==> config.mk <==
export PLATFORM = sky130hd
export DESIGN_NAME = msc_param_bank
export DESIGN_NICKNAME = d
export VERILOG_FILES = /design/src/msc_pkg.sv /design/src/msc_param_bank.sv /design/src/msc_fault_log.sv
export SDC_FILE = /design/constraint.sdc
export NUM_CORES = 1
export LEC_CHECK = 0
export BUFFER_PORTS_ARGS = -buffer_cell sky130_fd_sc_hd__buf_2
export CORE_MARGIN = 3
export CORE_UTILIZATION = 48
export DETAILED_ROUTE_END_ITERATION = 7
export PLACE_DENSITY_LB_ADDON = 0.1
export SYNTH_ARGS = -nofsm -noshare
export SYNTH_HDL_FRONTEND = slang
export SYNTH_SLANG_ARGS = --single-unit
==> constraint.sdc <==
create_clock -name clk_sys -period 11.49 [get_ports clk_sys]
set_input_delay 0 -clock clk_sys [delete_from_list [all_inputs] [get_ports clk_sys]]
set_output_delay 0 -clock clk_sys [all_outputs]
set_load 0.05 [all_outputs]
==> src/msc_pkg.sv <==
// Constants shared by the motor sensor and current parameter bank
`default_nettype none
package msc_pkg;

  // ----------------------------------------------------------------
  // Object indices and subindices
  // ----------------------------------------------------------------
  localparam logic [15:0] IDX_POLARITY = 16'h4009;
  localparam logic [15:0] IDX_POLE_PAIRS = 16'h400a;
  localparam logic [15:0] IDX_FAULT_LOG = 16'h4080;
  localparam logic [15:0] IDX_PHASE_ORDER = 16'h4100;
  localparam logic [15:0] IDX_ANGLE_OFS = 16'h4101;
  localparam logic [15:0] IDX_HALL_PAT = 16'h4107;
  localparam logic [15:0] IDX_CUR_GAINS = 16'h4205;
  localparam logic [15:0] IDX_CUR_BW = 16'h4206;

  localparam logic [7:0] SUB_ZERO = 8'h00;
  localparam logic [7:0] SUB_D_PGAIN = 8'h01;
  localparam logic [7:0] SUB_Q_PGAIN = 8'h04;
  localparam logic [7:0] SUB_Q_IGAIN = 8'h05;
  localparam logic [7:0] SUB_FAULT_FIRST = 8'h01;
  localparam logic [7:0] SUB_FAULT_LAST = 8'h0a;
  localparam logic [7:0] CUR_GAIN_ENTRIES = 8'h06;

  // ----------------------------------------------------------------
  // Polarity field positions
  // ----------------------------------------------------------------
  localparam int POL_ENC_BIT = 0;
  localparam int POL_HALL_BIT = 1;
  localparam int POL_HALL_EACH_BIT = 2;
  localparam int POL_ANGLE_BIT = 3;
  localparam logic [7:0] POL_USED_MASK = 8'h0f;

  // ----------------------------------------------------------------
  // Reset values
  // ----------------------------------------------------------------
  localparam logic [7:0] POLARITY_RST = 8'h00;
  localparam logic [7:0] POLE_PAIRS_RST = 8'h00;
  localparam logic [15:0] PHASE_RST = 16'h0000;
  localparam logic [15:0] ANGLE_OFS_RST = 16'h0000;
  localparam logic [31:0] GAIN_RST = 32'h0000_03e8;
  localparam logic [15:0] CUR_BW_RST = 16'h07d0;

  // ----------------------------------------------------------------
  // Value ranges
  // ----------------------------------------------------------------
  localparam logic [31:0] GAIN_MAX = 32'h05f5_e100;
  localparam logic [15:0] CUR_BW_MIN = 16'h03e8;
  localparam logic [15:0] CUR_BW_MAX = 16'h2710;
  localparam logic signed [15:0] ANGLE_OFS_MIN = 16'shf1f0;
  localparam logic signed [15:0] ANGLE_OFS_MAX = 16'sh0e10;
  localparam logic [15:0] ANGLE_FULL = 16'h0e10;
  localparam logic [15:0] PHASE_MAX = 16'h0005;
  localparam logic [2:0] HALL_MIN = 3'h1;
  localparam logic [2:0] HALL_MAX = 3'h6;
  localparam logic [3:0] FAULT_DEPTH = 4'ha;

  // Phase order codes: PWM 1,2,3 onto the listed motor phases
  typedef enum logic [2:0] {
    PH_UVW = 3'h0,
    PH_UWV = 3'h1,
    PH_VUW = 3'h2,
    PH_VWU = 3'h3,
    PH_WUV = 3'h4,
    PH_WVU = 3'h5
  } msc_phase_t;

endpackage
`default_nettype wire

==> src/msc_param_bank.sv <==
// Motor sensor polarity, fault history, phase order and current loop parameter bank
`timescale 1ns/1ps
`default_nettype none

// Notes on behaviour
// - Eight-bit polarity object; bit 0 flips encoder count, bit 1 Hall polarity.
// - Bit 2 inverts each Hall bit, bit 3 the electrical angle; 4-7 unused.
// - Hall pole-pair count, eight bits, 0 to 255, reset zero.
// - Fault count at subindex zero, 0 to 10, cleared at power-up.
// - Writing zero to the fault count clears the whole history.
// - New fault codes append in order to read-only subindices 1 to 10.
// - Phase order 0 to 5 routes the three PWM outputs onto motor phases.
// - Signed angle offset in tenths of a degree, -3600..3600, added to angle.
// - Live Hall pattern readable, U V W in bits 0 to 2, valid 1..6.
// - D-axis proportional gain at subindex 1, 0 to 100000000, reset 1000.
// - Q-axis proportional and integral gains at subindices 4 and 5, same range.
// - Current loop bandwidth in hertz, 1000 to 10000, reset 2000.
module msc_param_bank (
  input wire logic clk_sys,
  input wire logic resetn,
  input wire logic od_req,
  input wire logic od_wr,
  input wire logic [15:0] od_index,
  input wire logic [7:0] od_sub,
  input wire logic [31:0] od_wdata,
  output logic od_ack,
  output logic od_abort,
  output logic [31:0] od_rdata,
  input wire logic fault_push,
  input wire logic [15:0] fault_code,
  input wire logic [31:0] enc_count_in,
  output logic [31:0] enc_count_out,
  input wire logic [2:0] hall_in,
  output logic [2:0] hall_out,
  output logic hall_valid,
  input wire logic [15:0] angle_in,
  output logic [15:0] angle_out,
  input wire logic [2:0] pwm_in,
  output logic [2:0] motor_uvw,
  output logic [7:0] pole_pairs,
  output logic [31:0] d_pgain,
  output logic [31:0] q_pgain,
  output logic [31:0] q_igain,
  output logic [15:0] cur_bw
);

  // ----------------------------------------------------------------
  // Object decode
  // ----------------------------------------------------------------
  logic [7:0] polarity_r;
  logic [7:0] pole_pairs_r;
  logic [15:0] phase_r;
  logic [15:0] angle_ofs_r;
  logic [31:0] d_pgain_r;
  logic [31:0] q_pgain_r;
  logic [31:0] q_igain_r;
  logic [15:0] cur_bw_r;
  logic [2:0] hall_r;
  logic [31:0] enc_r;
  logic [15:0] angle_r;
  logic [2:0] motor_r;
  logic hall_valid_r;
  logic ack_r;
  logic abort_r;
  logic [31:0] rdata_r;

  logic [15:0] log_rd;
  logic [3:0] log_count;

  wire sub0 = (od_sub == msc_pkg::SUB_ZERO);
  wire hit_pol = (od_index == msc_pkg::IDX_POLARITY) && sub0;
  wire hit_pp = (od_index == msc_pkg::IDX_POLE_PAIRS) && sub0;
  wire hit_cnt = (od_index == msc_pkg::IDX_FAULT_LOG) && sub0;
  wire hit_fent = (od_index == msc_pkg::IDX_FAULT_LOG) && (od_sub >= msc_pkg::SUB_FAULT_FIRST)
                  && (od_sub <= msc_pkg::SUB_FAULT_LAST);
  wire hit_phase = (od_index == msc_pkg::IDX_PHASE_ORDER) && sub0;
  wire hit_ang = (od_index == msc_pkg::IDX_ANGLE_OFS) && sub0;
  wire hit_hall = (od_index == msc_pkg::IDX_HALL_PAT) && sub0;
  wire hit_gn = (od_index == msc_pkg::IDX_CUR_GAINS) && sub0;
  wire hit_dp = (od_index == msc_pkg::IDX_CUR_GAINS) && (od_sub == msc_pkg::SUB_D_PGAIN);
  wire hit_qp = (od_index == msc_pkg::IDX_CUR_GAINS) && (od_sub == msc_pkg::SUB_Q_PGAIN);
  wire hit_qi = (od_index == msc_pkg::IDX_CUR_GAINS) && (od_sub == msc_pkg::SUB_Q_IGAIN);
  wire hit_bw = (od_index == msc_pkg::IDX_CUR_BW) && sub0;
  wire known = hit_pol | hit_pp | hit_cnt | hit_fent | hit_phase | hit_ang | hit_hall | hit_gn
               | hit_dp | hit_qp | hit_qi | hit_bw;

  // ----------------------------------------------------------------
  // Range checks
  // ----------------------------------------------------------------
  wire wr = od_req && od_wr;
  wire hi24_zero = (od_wdata[31:8] == 24'h000000);
  wire hi16_zero = (od_wdata[31:16] == 16'h0000);
  wire signed [15:0] ang_val = $signed(od_wdata[15:0]);
  wire gain_ok = (od_wdata <= msc_pkg::GAIN_MAX);
  wire ok_pol = hit_pol && hi24_zero;
  wire ok_pp = hit_pp && hi24_zero;
  wire ok_cnt = hit_cnt && (od_wdata == 32'h0000_0000);
  wire ok_phase = hit_phase && hi16_zero && (od_wdata[15:0] <= msc_pkg::PHASE_MAX);
  // Offset object is 16 bits wide; only the low half is taken as a signed value
  wire ok_ang = hit_ang && (ang_val >= msc_pkg::ANGLE_OFS_MIN) && (ang_val <= msc_pkg::ANGLE_OFS_MAX);
  wire ok_dp = hit_dp && gain_ok;
  wire ok_qp = hit_qp && gain_ok;
  wire ok_qi = hit_qi && gain_ok;
  wire ok_bw = hit_bw && hi16_zero && (od_wdata[15:0] >= msc_pkg::CUR_BW_MIN)
               && (od_wdata[15:0] <= msc_pkg::CUR_BW_MAX);
  wire any_ok = ok_pol | ok_pp | ok_cnt | ok_phase | ok_ang | ok_dp | ok_qp | ok_qi | ok_bw;
  // Read-only entries never reach any_ok, so writing them aborts
  wire abort_nxt = od_req && (!known || (od_wr && !any_ok));
  wire log_clear = wr && ok_cnt;

  // ----------------------------------------------------------------
  // Read selection
  // ----------------------------------------------------------------
  wire [31:0] rd_val =
    hit_pol ? {24'h000000, polarity_r} :
    hit_pp ? {24'h000000, pole_pairs_r} :
    hit_cnt ? {28'h0000000, log_count} :
    hit_fent ? {16'h0000, log_rd} :
    hit_phase ? {16'h0000, phase_r} :
    hit_ang ? {16'h0000, angle_ofs_r} :
    hit_hall ? {29'h00000000, hall_r} :
    hit_gn ? {24'h000000, msc_pkg::CUR_GAIN_ENTRIES} :
    hit_dp ? d_pgain_r :
    hit_qp ? q_pgain_r :
    hit_qi ? q_igain_r :
    hit_bw ? {16'h0000, cur_bw_r} : 32'h0000_0000;

  msc_fault_log u_fault_log (
    .clk_sys(clk_sys),
    .resetn(resetn),
    .push(fault_push),
    .code(fault_code),
    .clear(log_clear),
    .rd_sel(od_sub[3:0]),
    .rd_data(log_rd),
    .count(log_count)
  );

  // ----------------------------------------------------------------
  // Stored objects
  // ----------------------------------------------------------------
  always_ff @(posedge clk_sys or negedge resetn) begin
    if (!resetn) begin
      polarity_r <= msc_pkg::POLARITY_RST;
      pole_pairs_r <= msc_pkg::POLE_PAIRS_RST;
      phase_r <= msc_pkg::PHASE_RST;
      angle_ofs_r <= msc_pkg::ANGLE_OFS_RST;
    end else if (wr) begin
      // Reserved polarity bits are not stored and read as zero
      if (ok_pol) polarity_r <= od_wdata[7:0] & msc_pkg::POL_USED_MASK;
      if (ok_pp) pole_pairs_r <= od_wdata[7:0];
      if (ok_phase) phase_r <= od_wdata[15:0];
      if (ok_ang) angle_ofs_r <= od_wdata[15:0];
    end
  end

  always_ff @(posedge clk_sys or negedge resetn) begin
    if (!resetn) begin
      d_pgain_r <= msc_pkg::GAIN_RST;
      q_pgain_r <= msc_pkg::GAIN_RST;
      q_igain_r <= msc_pkg::GAIN_RST;
      cur_bw_r <= msc_pkg::CUR_BW_RST;
    end else if (wr) begin
      if (ok_dp) d_pgain_r <= od_wdata;
      if (ok_qp) q_pgain_r <= od_wdata;
      if (ok_qi) q_igain_r <= od_wdata;
      if (ok_bw) cur_bw_r <= od_wdata[15:0];
    end
  end

  always_ff @(posedge clk_sys or negedge resetn) begin
    if (!resetn) begin
      ack_r <= 1'b0;
      abort_r <= 1'b0;
      rdata_r <= 32'h0000_0000;
    end else begin
      ack_r <= od_req;
      abort_r <= abort_nxt;
      rdata_r <= (od_req && !od_wr && known) ? rd_val : 32'h0000_0000;
    end
  end

  // ----------------------------------------------------------------
  // Sensor and commutation path
  // ----------------------------------------------------------------
  wire [2:0] hall_each = polarity_r[msc_pkg::POL_HALL_EACH_BIT] ? ~hall_in : hall_in;
  // Overall polarity reverses rotation sense by swapping the V and W inputs
  wire [2:0] hall_nxt = polarity_r[msc_pkg::POL_HALL_BIT] ? {hall_each[1], hall_each[2], hall_each[0]}
                        : hall_each;
  wire [31:0] enc_nxt = polarity_r[msc_pkg::POL_ENC_BIT] ? (32'h0000_0000 - enc_count_in)
                        : enc_count_in;
  // Angle input is taken as 0..3599 tenths of a degree
  wire [15:0] ang_pol = !polarity_r[msc_pkg::POL_ANGLE_BIT] ? angle_in :
                        (angle_in == 16'h0000) ? 16'h0000 : (msc_pkg::ANGLE_FULL - angle_in);
  wire signed [16:0] full17 = $signed({1'b0, msc_pkg::ANGLE_FULL});
  wire signed [16:0] ang_sum = $signed({1'b0, ang_pol}) + $signed({angle_ofs_r[15], angle_ofs_r});
  wire signed [16:0] ang_wrap = (ang_sum < 17'sh00000) ? (ang_sum + full17) :
                                (ang_sum >= full17) ? (ang_sum - full17) : ang_sum;

  logic [2:0] motor_nxt;
  always_comb begin
    // motor_nxt bit 0 is U, bit 1 V, bit 2 W; pwm_in bit 0 is PWM 1
    unique case (msc_pkg::msc_phase_t'(phase_r[2:0]))
      msc_pkg::PH_UVW: motor_nxt = {pwm_in[2], pwm_in[1], pwm_in[0]};
      msc_pkg::PH_UWV: motor_nxt = {pwm_in[1], pwm_in[2], pwm_in[0]};
      msc_pkg::PH_VUW: motor_nxt = {pwm_in[2], pwm_in[0], pwm_in[1]};
      msc_pkg::PH_VWU: motor_nxt = {pwm_in[1], pwm_in[0], pwm_in[2]};
      msc_pkg::PH_WUV: motor_nxt = {pwm_in[0], pwm_in[2], pwm_in[1]};
      msc_pkg::PH_WVU: motor_nxt = {pwm_in[0], pwm_in[1], pwm_in[2]};
      default: motor_nxt = 3'h0;
    endcase
  end

  always_ff @(posedge clk_sys or negedge resetn) begin
    if (!resetn) begin
      hall_r <= 3'h0;
      enc_r <= 32'h0000_0000;
      angle_r <= 16'h0000;
      motor_r <= 3'h0;
      hall_valid_r <= 1'b0;
    end else begin
      hall_r <= hall_nxt;
      hall_valid_r <= (hall_nxt >= msc_pkg::HALL_MIN) && (hall_nxt <= msc_pkg::HALL_MAX);
      enc_r <= enc_nxt;
      angle_r <= ang_wrap[15:0];
      motor_r <= motor_nxt;
    end
  end

  // ----------------------------------------------------------------
  // Outputs
  // ----------------------------------------------------------------
  assign od_ack = ack_r;
  assign od_abort = abort_r;
  assign od_rdata = rdata_r;
  assign enc_count_out = enc_r;
  assign hall_out = hall_r;
  assign hall_valid = hall_valid_r;
  assign angle_out = angle_r;
  assign motor_uvw = motor_r;
  assign pole_pairs = pole_pairs_r;
  assign d_pgain = d_pgain_r;
  assign q_pgain = q_pgain_r;
  assign q_igain = q_igain_r;
  assign cur_bw = cur_bw_r;
endmodule
`default_nettype wire

==> src/msc_fault_log.sv <==
// Ten-entry fault code history with append, overflow shift and clear
`timescale 1ns/1ps
`default_nettype none

module msc_fault_log (
  input wire logic clk_sys,
  input wire logic resetn,
  input wire logic push,
  input wire logic [15:0] code,
  input wire logic clear,
  input wire logic [3:0] rd_sel,
  output logic [15:0] rd_data,
  output logic [3:0] count
);

  logic [15:0] entry_r [0:9];
  logic [3:0] count_r;
  logic full;

  assign full = (count_r == msc_pkg::FAULT_DEPTH);
  assign count = count_r;
  // Selector counts from one; zero and values above ten read as zero
  assign rd_data = (rd_sel >= 4'h1 && rd_sel <= msc_pkg::FAULT_DEPTH) ? entry_r[rd_sel - 4'h1] : 16'h0000;

  // A fault in the clear cycle survives as the sole entry
  always_ff @(posedge clk_sys or negedge resetn) begin
    if (!resetn) begin
      count_r <= 4'h0;
      for (int i = 0; i < 10; i++) entry_r[i] <= 16'h0000;
    end else if (clear) begin
      for (int i = 1; i < 10; i++) entry_r[i] <= 16'h0000;
      entry_r[0] <= push ? code : 16'h0000;
      count_r <= push ? 4'h1 : 4'h0;
    end else if (push && !full) begin
      entry_r[count_r] <= code;
      count_r <= count_r + 4'h1;
    end else if (push) begin
      // Full: oldest is dropped so the newest code is never lost
      for (int i = 0; i < 9; i++) entry_r[i] <= entry_r[i + 1];
      entry_r[9] <= code;
    end
  end
endmodule
`default_nettype wire

[Yosys cells after proc, flatten, opt, wreduce, memory -nomap -nowiden]
Cells that the tools add are included.
Operators by class
  $add $sub $neg: 7
  $lt $le $gt $ge: 17
  equality and inequality tests: 17
  muxes and demuxes: 35
  bitwise logic cells: 22
  reduce and logical (&&, ||, !) cells: 57
Operators with widths (number)
  160-bit 2-to-1 mux: 3
  32-bit 2-to-1 mux: 13
  160-bit bitwise mux: 1
  16-bit 2-to-1 mux: 10
  16-bit by 15-bit equality test with 1-bit output, second input constant: 8
  16-bit binary-select mux with 4-bit select: 1
  16-bit demux with 4-bit select: 1
  1-bit logical AND: 36
  32-bit by 27-bit less-or-equal comparator with 1-bit output, second input constant: 1
  16-bit zero test: 2
  32-bit zero test: 1
  1-bit by 32-bit subtractor with 32-bit output, first input constant: 1
  24-bit zero test: 1
  1-bit bitwise OR: 19
  3-bit case mux with 6 select lines: 1
  17-bit by 16-bit adder with 17-bit output: 1
  17-bit by 13-bit greater-or-equal comparator with 1-bit output, second input constant: 1
  17-bit by 1-bit less-than comparator with 1-bit output, second input constant: 1
  16-bit by 13-bit adder with 16-bit output, second input constant: 1
  8-bit by 3-bit equality test with 1-bit output, second input constant: 2
  16-bit by 10-bit greater-or-equal comparator with 1-bit output, second input constant: 1
  16-bit by 13-bit greater-or-equal comparator with 1-bit output, second input constant: 1
  16-bit by 13-bit less-or-equal comparator with 1-bit output, second input constant: 1
  16-bit by 14-bit less-or-equal comparator with 1-bit output, second input constant: 1
  other kinds (30): 46
Storage, ports and cells
  register bits after elaboration: 409
  input bits: 131
  output and inout port bits: 209
  logic and storage cells: 182

[Longest topological paths before layout]
Gate-level depths: netlist (run 1).
  word-level depth: 16
  depth in mapped cells: 20
  depth with buffers taken out: 20

[By module]
From an unflattened synthesis (run 1), not the netlist that was laid out.
Second synthesis, totals
  cells, all modules: 1959
  area total of the unflattened synthesis: 22246.3 um2
Modules (own cells, without submodules)
  msc_param_bank: times used 1, cells an instance 1165, area an instance 12658.4 um2, sequential area each 6160.9 um2
  msc_fault_log: times used 1, cells an instance 794, area an instance 9587.9 um2, sequential area each 4103.9 um2

[Least setup slack after synthesis (run 1)]
OpenSTA, ideal clock, no wires.
  path type: reg-to-reg
  start point: register polarity_r[3]
  end point: register angle_r[15], in the netlist angle_out[15]
  setup time: 0.080 ns
  data arrival time: 4.115 ns
  slack: 7.295 ns
  cell stages (with the launch flop): 20
  buffers on the path: 1
  path through: dfrtp_1 > clkbuf_1 > nand3_1 > nor4_1 > nor2_1 > ha_1 > inv_1 > fa_1 > nor2b_1 > o21a_1 > o21ai_0 > nand2_1 > inv_1 > ha_1 > nand3b_1 > or3_1 > or4_4 > a2111o_1 > o22ai_2 > xnor2_1
On the way
  word-level cells in the longest chain between the ends: 5
  elaborated cells on any way between the ends: 8
RTL lines
  start, declared: line msc_param_bank.sv:50  | logic [7:0] polarity_r;
  start signal, assigned: line msc_param_bank.sv:144  | polarity_r <= msc_pkg::POLARITY_RST;
  start signal, assigned: line msc_param_bank.sv:150  | if (ok_pol) polarity_r <= od_wdata[7:0] & msc_pkg::POL_USED_MASK;
  16-bit 2-to-1 mux (*): line msc_param_bank.sv:193  | wire [15:0] ang_pol = !polarity_r[msc_pkg::POL_ANGLE_BIT] ? angle_in :
  17-bit by 16-bit adder with 17-bit output (*): line msc_param_bank.sv:196  | wire signed [16:0] ang_sum = $signed({1'b0, ang_pol}) + $signed({angle_ofs_r[15], angle_ofs_r});
  16-bit by 13-bit subtractor with 16-bit output or 17-bit by 13-bit greater-or-equal comparator with 1-bit output (tied branches): line msc_param_bank.sv:198  | (ang_sum >= full17) ? (ang_sum - full17) : ang_sum;
  16-bit 2-to-1 mux: line msc_param_bank.sv:198
  16-bit 2-to-1 mux (*): line msc_param_bank.sv:197  | wire signed [16:0] ang_wrap = (ang_sum < 17'sh00000) ? (ang_sum + full17) :
  named net ang_wrap[15]: line msc_param_bank.sv:197
  end signal, assigned: line msc_param_bank.sv:225  | angle_r <= ang_wrap[15:0];
  end, declared: line msc_param_bank.sv:60  | logic [15:0] angle_r;
Mark *: on every way through the listed nets, which the timed path passes. The rest lies on a longest branch.
A chain may end at the register's enable or synchronous reset.

[Final worst setup path (run 1)]
Same ends and word-level chain as after synthesis.

==> out/metrics.cfg, run 1 <==
[run_status]
status=complete, no violations

[placed_design]
port_buffers=339
post-place-ws_ns=6.52
dp_hpwl_mm=46.3
placed_cell_area_mm2=0.0236
gp_congestion=0.927

[route]
wl_mm=69.7
drc=0
vias=18600
drt_iter0_drc=1759
viasPerCell=5.99
dr.pass1.iters=5
wl_per_cell_um=22.5
ant_nets=0

[worst_setup_path]
reg2reg_depth=18
cp-startpoint=polarity_r[3]$_DFFE_PN0P_
critPathLaunchType=flip-flop
endpoint=angle_out[15]$_DFF_PN0_
cp.required_ns=11.99
path_max_fanout=17
cp-end-kind=flip-flop
r2r_slack_ns=6.44
cp_data_arrival_time_ns=5.55
timing.rr.start=polarity_r[3]$_DFFE_PN0P_
critPathKind=reg -> reg
reg2reg_to=angle_out[15]$_DFF_PN0_

[cts]
insertion_delay_ns=0.59
cts_inserted_buffers=47
ctsResizeCount=0
cts_tree=done
path_clk_slew_ns=0.06
htree_num_levels=2
cts_root_buf=clkbuf_16
clk_path_buf_depth=3
cts_sinks=409

[run]
max_cap_violations=0

[floorplanning]
core_area_mm2=0.0436
start_util_pct=49.2
die_area_mm2=0.0473
die_h_um=218
boundaryPins=340
fp.dieW_um=218
rows=76

[power_and_ir_drop]
finalPower_mw=4.55
power_leakage_nw=12.0
power_density_mw_per_mm2=171
peakVddDrop_mv=0.105

[global_routing]
antenna_found_initial=1
overflow=0
grt_pass1_wl_mm=107
grt_util_all_layers_pct=28.9
grt_max_degree=159
grt_pass1_vias=18100

[finish]
regArea_mm2=0.0103
nFillCells=3584
drive_above_1_share_pct=25.7
finalInstanceArea_mm2=0.0266
post-route-util_pct=60.8
multiInputGateArea_mm2=0.0106
n_antenna_cell=0
area_growth_pct=23.7
finalNetCount=2637

[synthesis]
postSynthAreaPerCell_um2=10.2
syn_nets=2262
synth_area_mm2=0.0215
synth-edff-count=0
ys.flop_type=dfrtp_1
synthArstFlopShare_pct=100
synth.distinct_cells=89
synth-seq-cells=409
synth.yosys.seq_area_share_pct=47.8
syn_inst=2101
yosys_warnings=0

[timing]
finalSetupTns_ns=0
final_max_slew_viol_count=0
rsz0062_at_grt=false
setup_ws_ns=6.44
slew_headroom_pct=8.68
finalSetupViolations=0
clock_skew_ns=0.0201
tightest_slew_ns=1.37
fmax_ghz=0.198
fin_crit_sh_pct=43.9
hold_viol=0
fin_crit_ns=5.05

[worst_hold_path]
hp-class=in -> async

-- power breakdown --
group,internal (mW),switching (mW),leakage (nW)
combinational,0.388,0.568,5.66
sequential,1.70,0.211,5.42
clock,1.05,0.632,0.872
-- per-stage QoR --
stage	hold WS [ns]	std cells
after floorplan	-0.296	2101
after global placement	0.0579	2892
after detailed placement	0.0609	2892
after CTS	0.000421	3099
after global routing	0.0448	3099
final	0.00159	3099
-- critical path, cell delays in order (launching register included) --
cell and delay (ns):
dfrtp_1 0.69, nand3_1 0.22, nor4_1 0.80, nor2_1 0.12, ha_1 0.26, inv_1 0.08, fa_1 0.20, nor2b_1 0.08
o21a_1 0.18, o21ai_0 0.31, nand2_1 0.13, inv_1 0.16, ha_1 0.17, nand3b_1 0.06, or3_1 0.36, or4_4 0.44
a2111o_1 0.44, o22ai_2 0.13, xnor2_1 0.14
-- worst min path at each step --
stage / to / cells after the start / start
final: enc_count_out[17]$_DFF_PN0_ / 2 / resetn
after global routing: enc_count_out[9]$_DFF_PN0_ / 2 / resetn
after floorplan: angle_ofs_r[0]$_DFFE_PN0P_ / 0 / resetn
after global placement: enc_count_out[17]$_DFF_PN0_ / 1 / resetn
after CTS: od_rdata[5]$_DFF_PN0_ / 6 / od_index[5]
after detailed placement: enc_count_out[17]$_DFF_PN0_ / 1 / resetn
-- layout make-up --
class / count / area share, %
inverter: 29 / 0.410
clock buffer: 65 / 5.21
timing repair buffer: 485 / 11.8
tap: 585 / 2.76
clock inverter: 22 / 1.44
multi-input combinational: 1504 / 39.7
sequential: 409 / 38.7
-- Yosys cell counts, drive strengths merged (7+ instances only) --
cell type    n  area share (%)
a21oi      103             2.4
dfrtp      385              45
a31oi       10            0.29
a221o        9            0.42
nand3       35            0.84
mux2       126             6.6
a221oi       9            0.37
nor2b       23            0.67
o31ai       14            0.55
nand2b      17            0.50
nand2      267             4.7
mux4        32             3.4
mux2i       54             2.5
clkbuf      91             1.6
o22ai       24            0.73
nor2       116             2.2
nor3b        7            0.30
o21ai      193             4.5
xnor2       55             2.3
a22oi      155             5.4
nand4       19            0.58
nor4        25            0.97
xor2        19            0.77
o211ai       7            0.24
buf         68             1.5
nor3        28            0.72
or3         10            0.29
a222oi       8            0.37
and2        25            0.73
inv         28            0.49
dfstp       24             2.9
ha          29             1.7
-- kinds of logic after synthesis --
| kind of cell | share of synthesized area (%) |
|---|---|
| AO/OA/AOI/OAI | 17.3 |
| XOR/XNOR | 3.05 |
| adder cells (fa/ha/maj) | 1.78 |
| buffers and inverters | 3.64 |
| flip-flops | 47.8 |
| multiplexers | 12.5 |
| AND/OR/NAND/NOR | 13.9 |
-- layer usage --
| layer | global-route usage, % | share of wire, % |
|---|---|---|
| met1 | 41.2 | 43 |
| met2 | 44.3 | 46 |
| met3 | 6.23 | 8.0 |
| met4 | 9.26 | 2.9 |
| met5 | 0 | 0.019 |
-- cell usage in the layout, fill, tap and decap left out, drive strengths merged, types with 8 or more instances in the layout --
cell | Yosys | routed
a21oi | 103 | 103
a221o | 9 | 9
a221oi | 9 | 9
a222oi | 8 | 8
a22oi | 155 | 155
a31oi | 10 | 10
and2 | 25 | 25
buf | 68 | 365
bufinv | 0 | 9
clkbuf | 91 | 65
clkinv | 1 | 11
dfrtp | 385 | 385
dfstp | 24 | 24
dlygate4sd3 | 0 | 120
ha | 29 | 29
inv | 28 | 30
mux2 | 126 | 126
mux2i | 54 | 54
mux4 | 32 | 32
nand2 | 267 | 267
nand2b | 17 | 17
nand3 | 35 | 35
nand4 | 19 | 19
nor2 | 116 | 116
nor2b | 23 | 23
nor3 | 28 | 28
nor4 | 25 | 25
o21ai | 193 | 193
o22ai | 24 | 24
o31ai | 14 | 14
or3 | 10 | 10
xnor2 | 55 | 55
xor2 | 19 | 19
-- timing repair --
action	CTS	global route
hold buffers	120	0
endpoints found under the hold margin	436	0
buffers inserted	0	0
-- state kept, by name (all words and copies together), names as in the netlist, 3 cells and up --
signal,count
phase_r,16
od_rdata,32
angle_out,16
hall_out,3
u_fault_log.count,4
u_fault_log.entry_r,160
q_pgain,32
pole_pairs,8
enc_count_out,32
motor_uvw,3
polarity_r,4
cur_bw,16
angle_ofs_r,16
d_pgain,32
q_igain,32
No activity file was read; power rests on OpenSTA's default activity.
==> run 2, diff against run 1 <==
- ABC_AREA: not set -> 1
- clock period: 11.49 -> 4.7 ns (I/O delays scaled with it)
==> out/metrics.cfg, run 2 <==
[cts]
cts_inserted_buffers=48  ; +2.1%
clk_path_buf_depth=3  ; unchanged
cts_tree=done
ctsResizeCount=0  ; unchanged
path_clk_slew_ns=0.06  ; about the same
htree_num_levels=2  ; unchanged
post_cts.repair.setup_buffers=0  ; unchanged
insertion_delay_ns=0.58  ; about the same
cts_sinks=409  ; unchanged
postCtsHoldBufs=121  ; +0.83%
cts_root_buf=clkbuf_16

[floorplanning]
core_area_mm2=0.0468  ; +7.1%
boundaryPins=340  ; unchanged
die_area_mm2=0.0501  ; +5.9%
rows=79  ; +3.9%
die_h_um=224  ; +2.9%
fp.dieW_um=224  ; +2.9%
start_util_pct=48.7  ; -0.50 points

[placed_design]
placed_cell_area_mm2=0.0248  ; +5.3%
port_buffers=339  ; unchanged
gp_congestion=0.930  ; +0.30%
post-place-ws_ns=0.811  ; -5.71 ns
dp_hpwl_mm=57.9  ; +25%

[worst_setup_path]
critPathMaxStageDelay_ns=0.53  ; -0.27 ns
critPathSlowestCell=dfrtp_1
path_buf_inv=5  ; +3
cp-end-kind=flip-flop
path_max_fanout=12  ; -5
critPathKind=reg -> reg
crit_family=simple AND/OR/NAND/NOR gates
critPathLaunchType=flip-flop
cp_common_cell=inv_1
cp_cell_sequence=inv_1, nor2_1, nand3_1, nand2_1, inv_1, ha_1, inv_1, fa_1, o21ai_2, xor2_1, inv_1, ha_1, nand3_1, nor2_1, nand2_1, nor2_1, nand3_1, nand4_4, nand2_1, inv_1, nand2_1, o211ai_1
cp_data_arrival_time_ns=4.39  ; -1.16 ns
cp.required_ns=5.16  ; -6.83 ns

[global_routing]
antenna_found_initial=11  ; +10
grt_pass1_wl_mm=131  ; +22%
grt_pass1_vias=21800  ; +20%
overflow=0  ; unchanged
grt_util_all_layers_pct=33.6  ; +4.7 points
grt_max_degree=105  ; -34%

[timing]
tightest_slew_ns=1.12  ; -0.248 ns
finalSetupTns_ns=0  ; unchanged
finalSetupViolations=0  ; unchanged
clock_skew_ns=0.0143  ; -0.00580 ns
setup_ws_ns=0.766  ; -5.67 ns
fin_crit_ns=3.93  ; -1.12 ns
fmax_ghz=0.254  ; +28%
fin_crit_sh_pct=83.7  ; +40 points
slew_headroom_pct=25.5  ; +17 points
fin_hold_ws_ns=0.0274  ; +0.0258 ns
final_max_slew_viol_count=0  ; unchanged
hold_viol=0  ; unchanged
rsz0062_at_grt=false

[route]
dr.pass1.iters=7  ; +2
viasPerCell=5.74  ; -4.2%
vias=23300  ; +25%
wl_mm=85.8  ; +23%
drt_iter0_drc=2480  ; +41%
drc=0  ; unchanged
wl_per_cell_um=21.1  ; -6.0%
ant_nets=0  ; unchanged

[synthesis]
syn_inst=3029  ; +44%
synth_area_mm2=0.0228  ; +6.0%
yosys-top-cells-count=nand2_1, dfrtp_1, nor2_1
synth.distinct_cells=57  ; -36%
postSynthAreaPerCell_um2=7.52  ; -26%
synth.yosys.seq_area_share_pct=45.1  ; -2.7 points
ys.flop_type=dfrtp_1
synth.most_common_cell=nand2_1
synthArstFlopShare_pct=100  ; unchanged
synth-seq-cells=409  ; unchanged
synth_largest_area_cell=dfrtp_1
syn_nets=3190  ; +41%
synth.area.top_cells=dfrtp_1, nand2_1, nor2_1
synth-edff-count=0  ; unchanged
yosys_warnings=0  ; unchanged
synth_top_cell_area_share_pct=42.3  ; -2.6 points

[finish]
drive_above_1_share_pct=16.8  ; -8.9 points
regArea_mm2=0.0103  ; unchanged
nFillCells=4253  ; +19%
finalInstanceArea_mm2=0.0276  ; +4.1%
largest_register=u_fault_log.entry_r
area_growth_pct=21.4
final_cell_mix=nand2_1, dfrtp_1, buf_2
finalNetCount=3569  ; +35%
largest_register_ffs=160  ; unchanged
multiInputGateArea_mm2=0.0108  ; +2.8%
final_common_cell=nand2_1

[run_status]
status=complete, no violations

[power_and_ir_drop]
power_leakage_nw=13.6  ; +14%
peakVddDrop_mv=0.338  ; +220%
finalPower_mw=10.9  ; +140%
power_density_mw_per_mm2=394  ; +130%

[run]
max_cap_violations=0  ; unchanged

[worst_hold_path]
hp-class=in -> reg

## run 2: cell types whose count changed in the layout (fill, tap and decap cells not counted), sizes merged, moves of 25 or more
cell | before | now
nand2 | 267 | 799
nor2 | 116 | 354
inv | 30 | 257
nand3 | 35 | 252
a22oi | 155 | 0
a31oi | 10 | 132
mux2 | 126 | 16
a21oi | 103 | 175
mux2i | 54 | 13
xnor2 | 55 | 22
mux4 | 32 | 0
nor3 | 28 | 57
and2 | 25 | 0
## run 2: worst register-to-register path: stages (launching register included)
cell      delay (ns)
dfrtp_1         0.53
inv_1           0.24
nor2_1          0.10
nand3_1         0.19
nand2_1         0.07
inv_1           0.06
ha_1            0.18
inv_1           0.06
fa_1            0.45
o21ai_2         0.23
xor2_1          0.40
inv_1           0.17
ha_1            0.22
nand3_1         0.08
nor2_1          0.05
nand2_1         0.07
nor2_1          0.04
nand3_1         0.14
nand4_4         0.18
nand2_1         0.12
inv_1           0.09
nand2_1         0.07
o211ai_1        0.07
## run 2: final cells by class
| cell class | instances | area share, % |
|---|---|---|
| antenna | 7 | 0.0634 |
| clock buffer | 73 | 5.20 |
| clock inverter | 13 | 0.534 |
| inverter | 259 | 3.52 |
| multi-input combinational | 2196 | 39.2 |
| sequential | 409 | 37.1 |
| tap | 607 | 2.75 |
| timing repair buffer | 494 | 11.6 |
## run 2: cells by family after synthesis
logic type               synth area share [%]
multiplexers                             1.36
adder cells (fa/ha/maj)                  1.68
AND/OR/NAND/NOR                          28.1
XOR/XNOR                                 2.30
flip-flops                               45.1
buffers and inverters                    7.43
AO/OA/AOI/OAI                            14.1
## run 2: through the flow
stage | utilization, % | instances
global placement | 53.1 | 3844
CTS | 59.1 | 4051
finish | 59.1 | 4058
global route | 59.1 | 4058
detailed placement | 53.1 | 3844
floorplan | - | 3029
## run 2: where the power goes
part / total, mW / internal (mW) / switching [mW]
clock network: 3.78 / 2.26 / 1.52
registers: 4.65 / 4.16 / 0.491
logic: 2.46 / 0.879 / 1.58
## run 2: final timing paths
kind | cells after the start | slack, ns | startpoint | to
worst min register to register | 2 | 0.47 | phase_r[9]$_DFFE_PN0P_ | phase_r[9]$_DFFE_PN0P_
worst max register to register | 22 | 0.77 | polarity_r[3]$_DFFE_PN0P_ | angle_out[5]$_DFF_PN0_
min in group asynchronous | 2 | 0.06 | resetn | polarity_r[3]$_DFFE_PN0P_
max in group asynchronous | 3 | 3.41 | resetn | q_pgain[2]$_DFFE_PN0P_
worst max-delay path | 22 | 0.77 | polarity_r[3]$_DFFE_PN0P_ | angle_out[5]$_DFF_PN0_
worst min-delay path | 6 | 0.03 | angle_in[14] | angle_out[0]$_DFF_PN0_
## run 2: routing by layer
layer  part of all wire (%)  track usage [%]
met4                    4.1             13.1
met2                     47             54.2
met3                    8.6             6.54
met1                     41             45.0
met5                  0.062                0
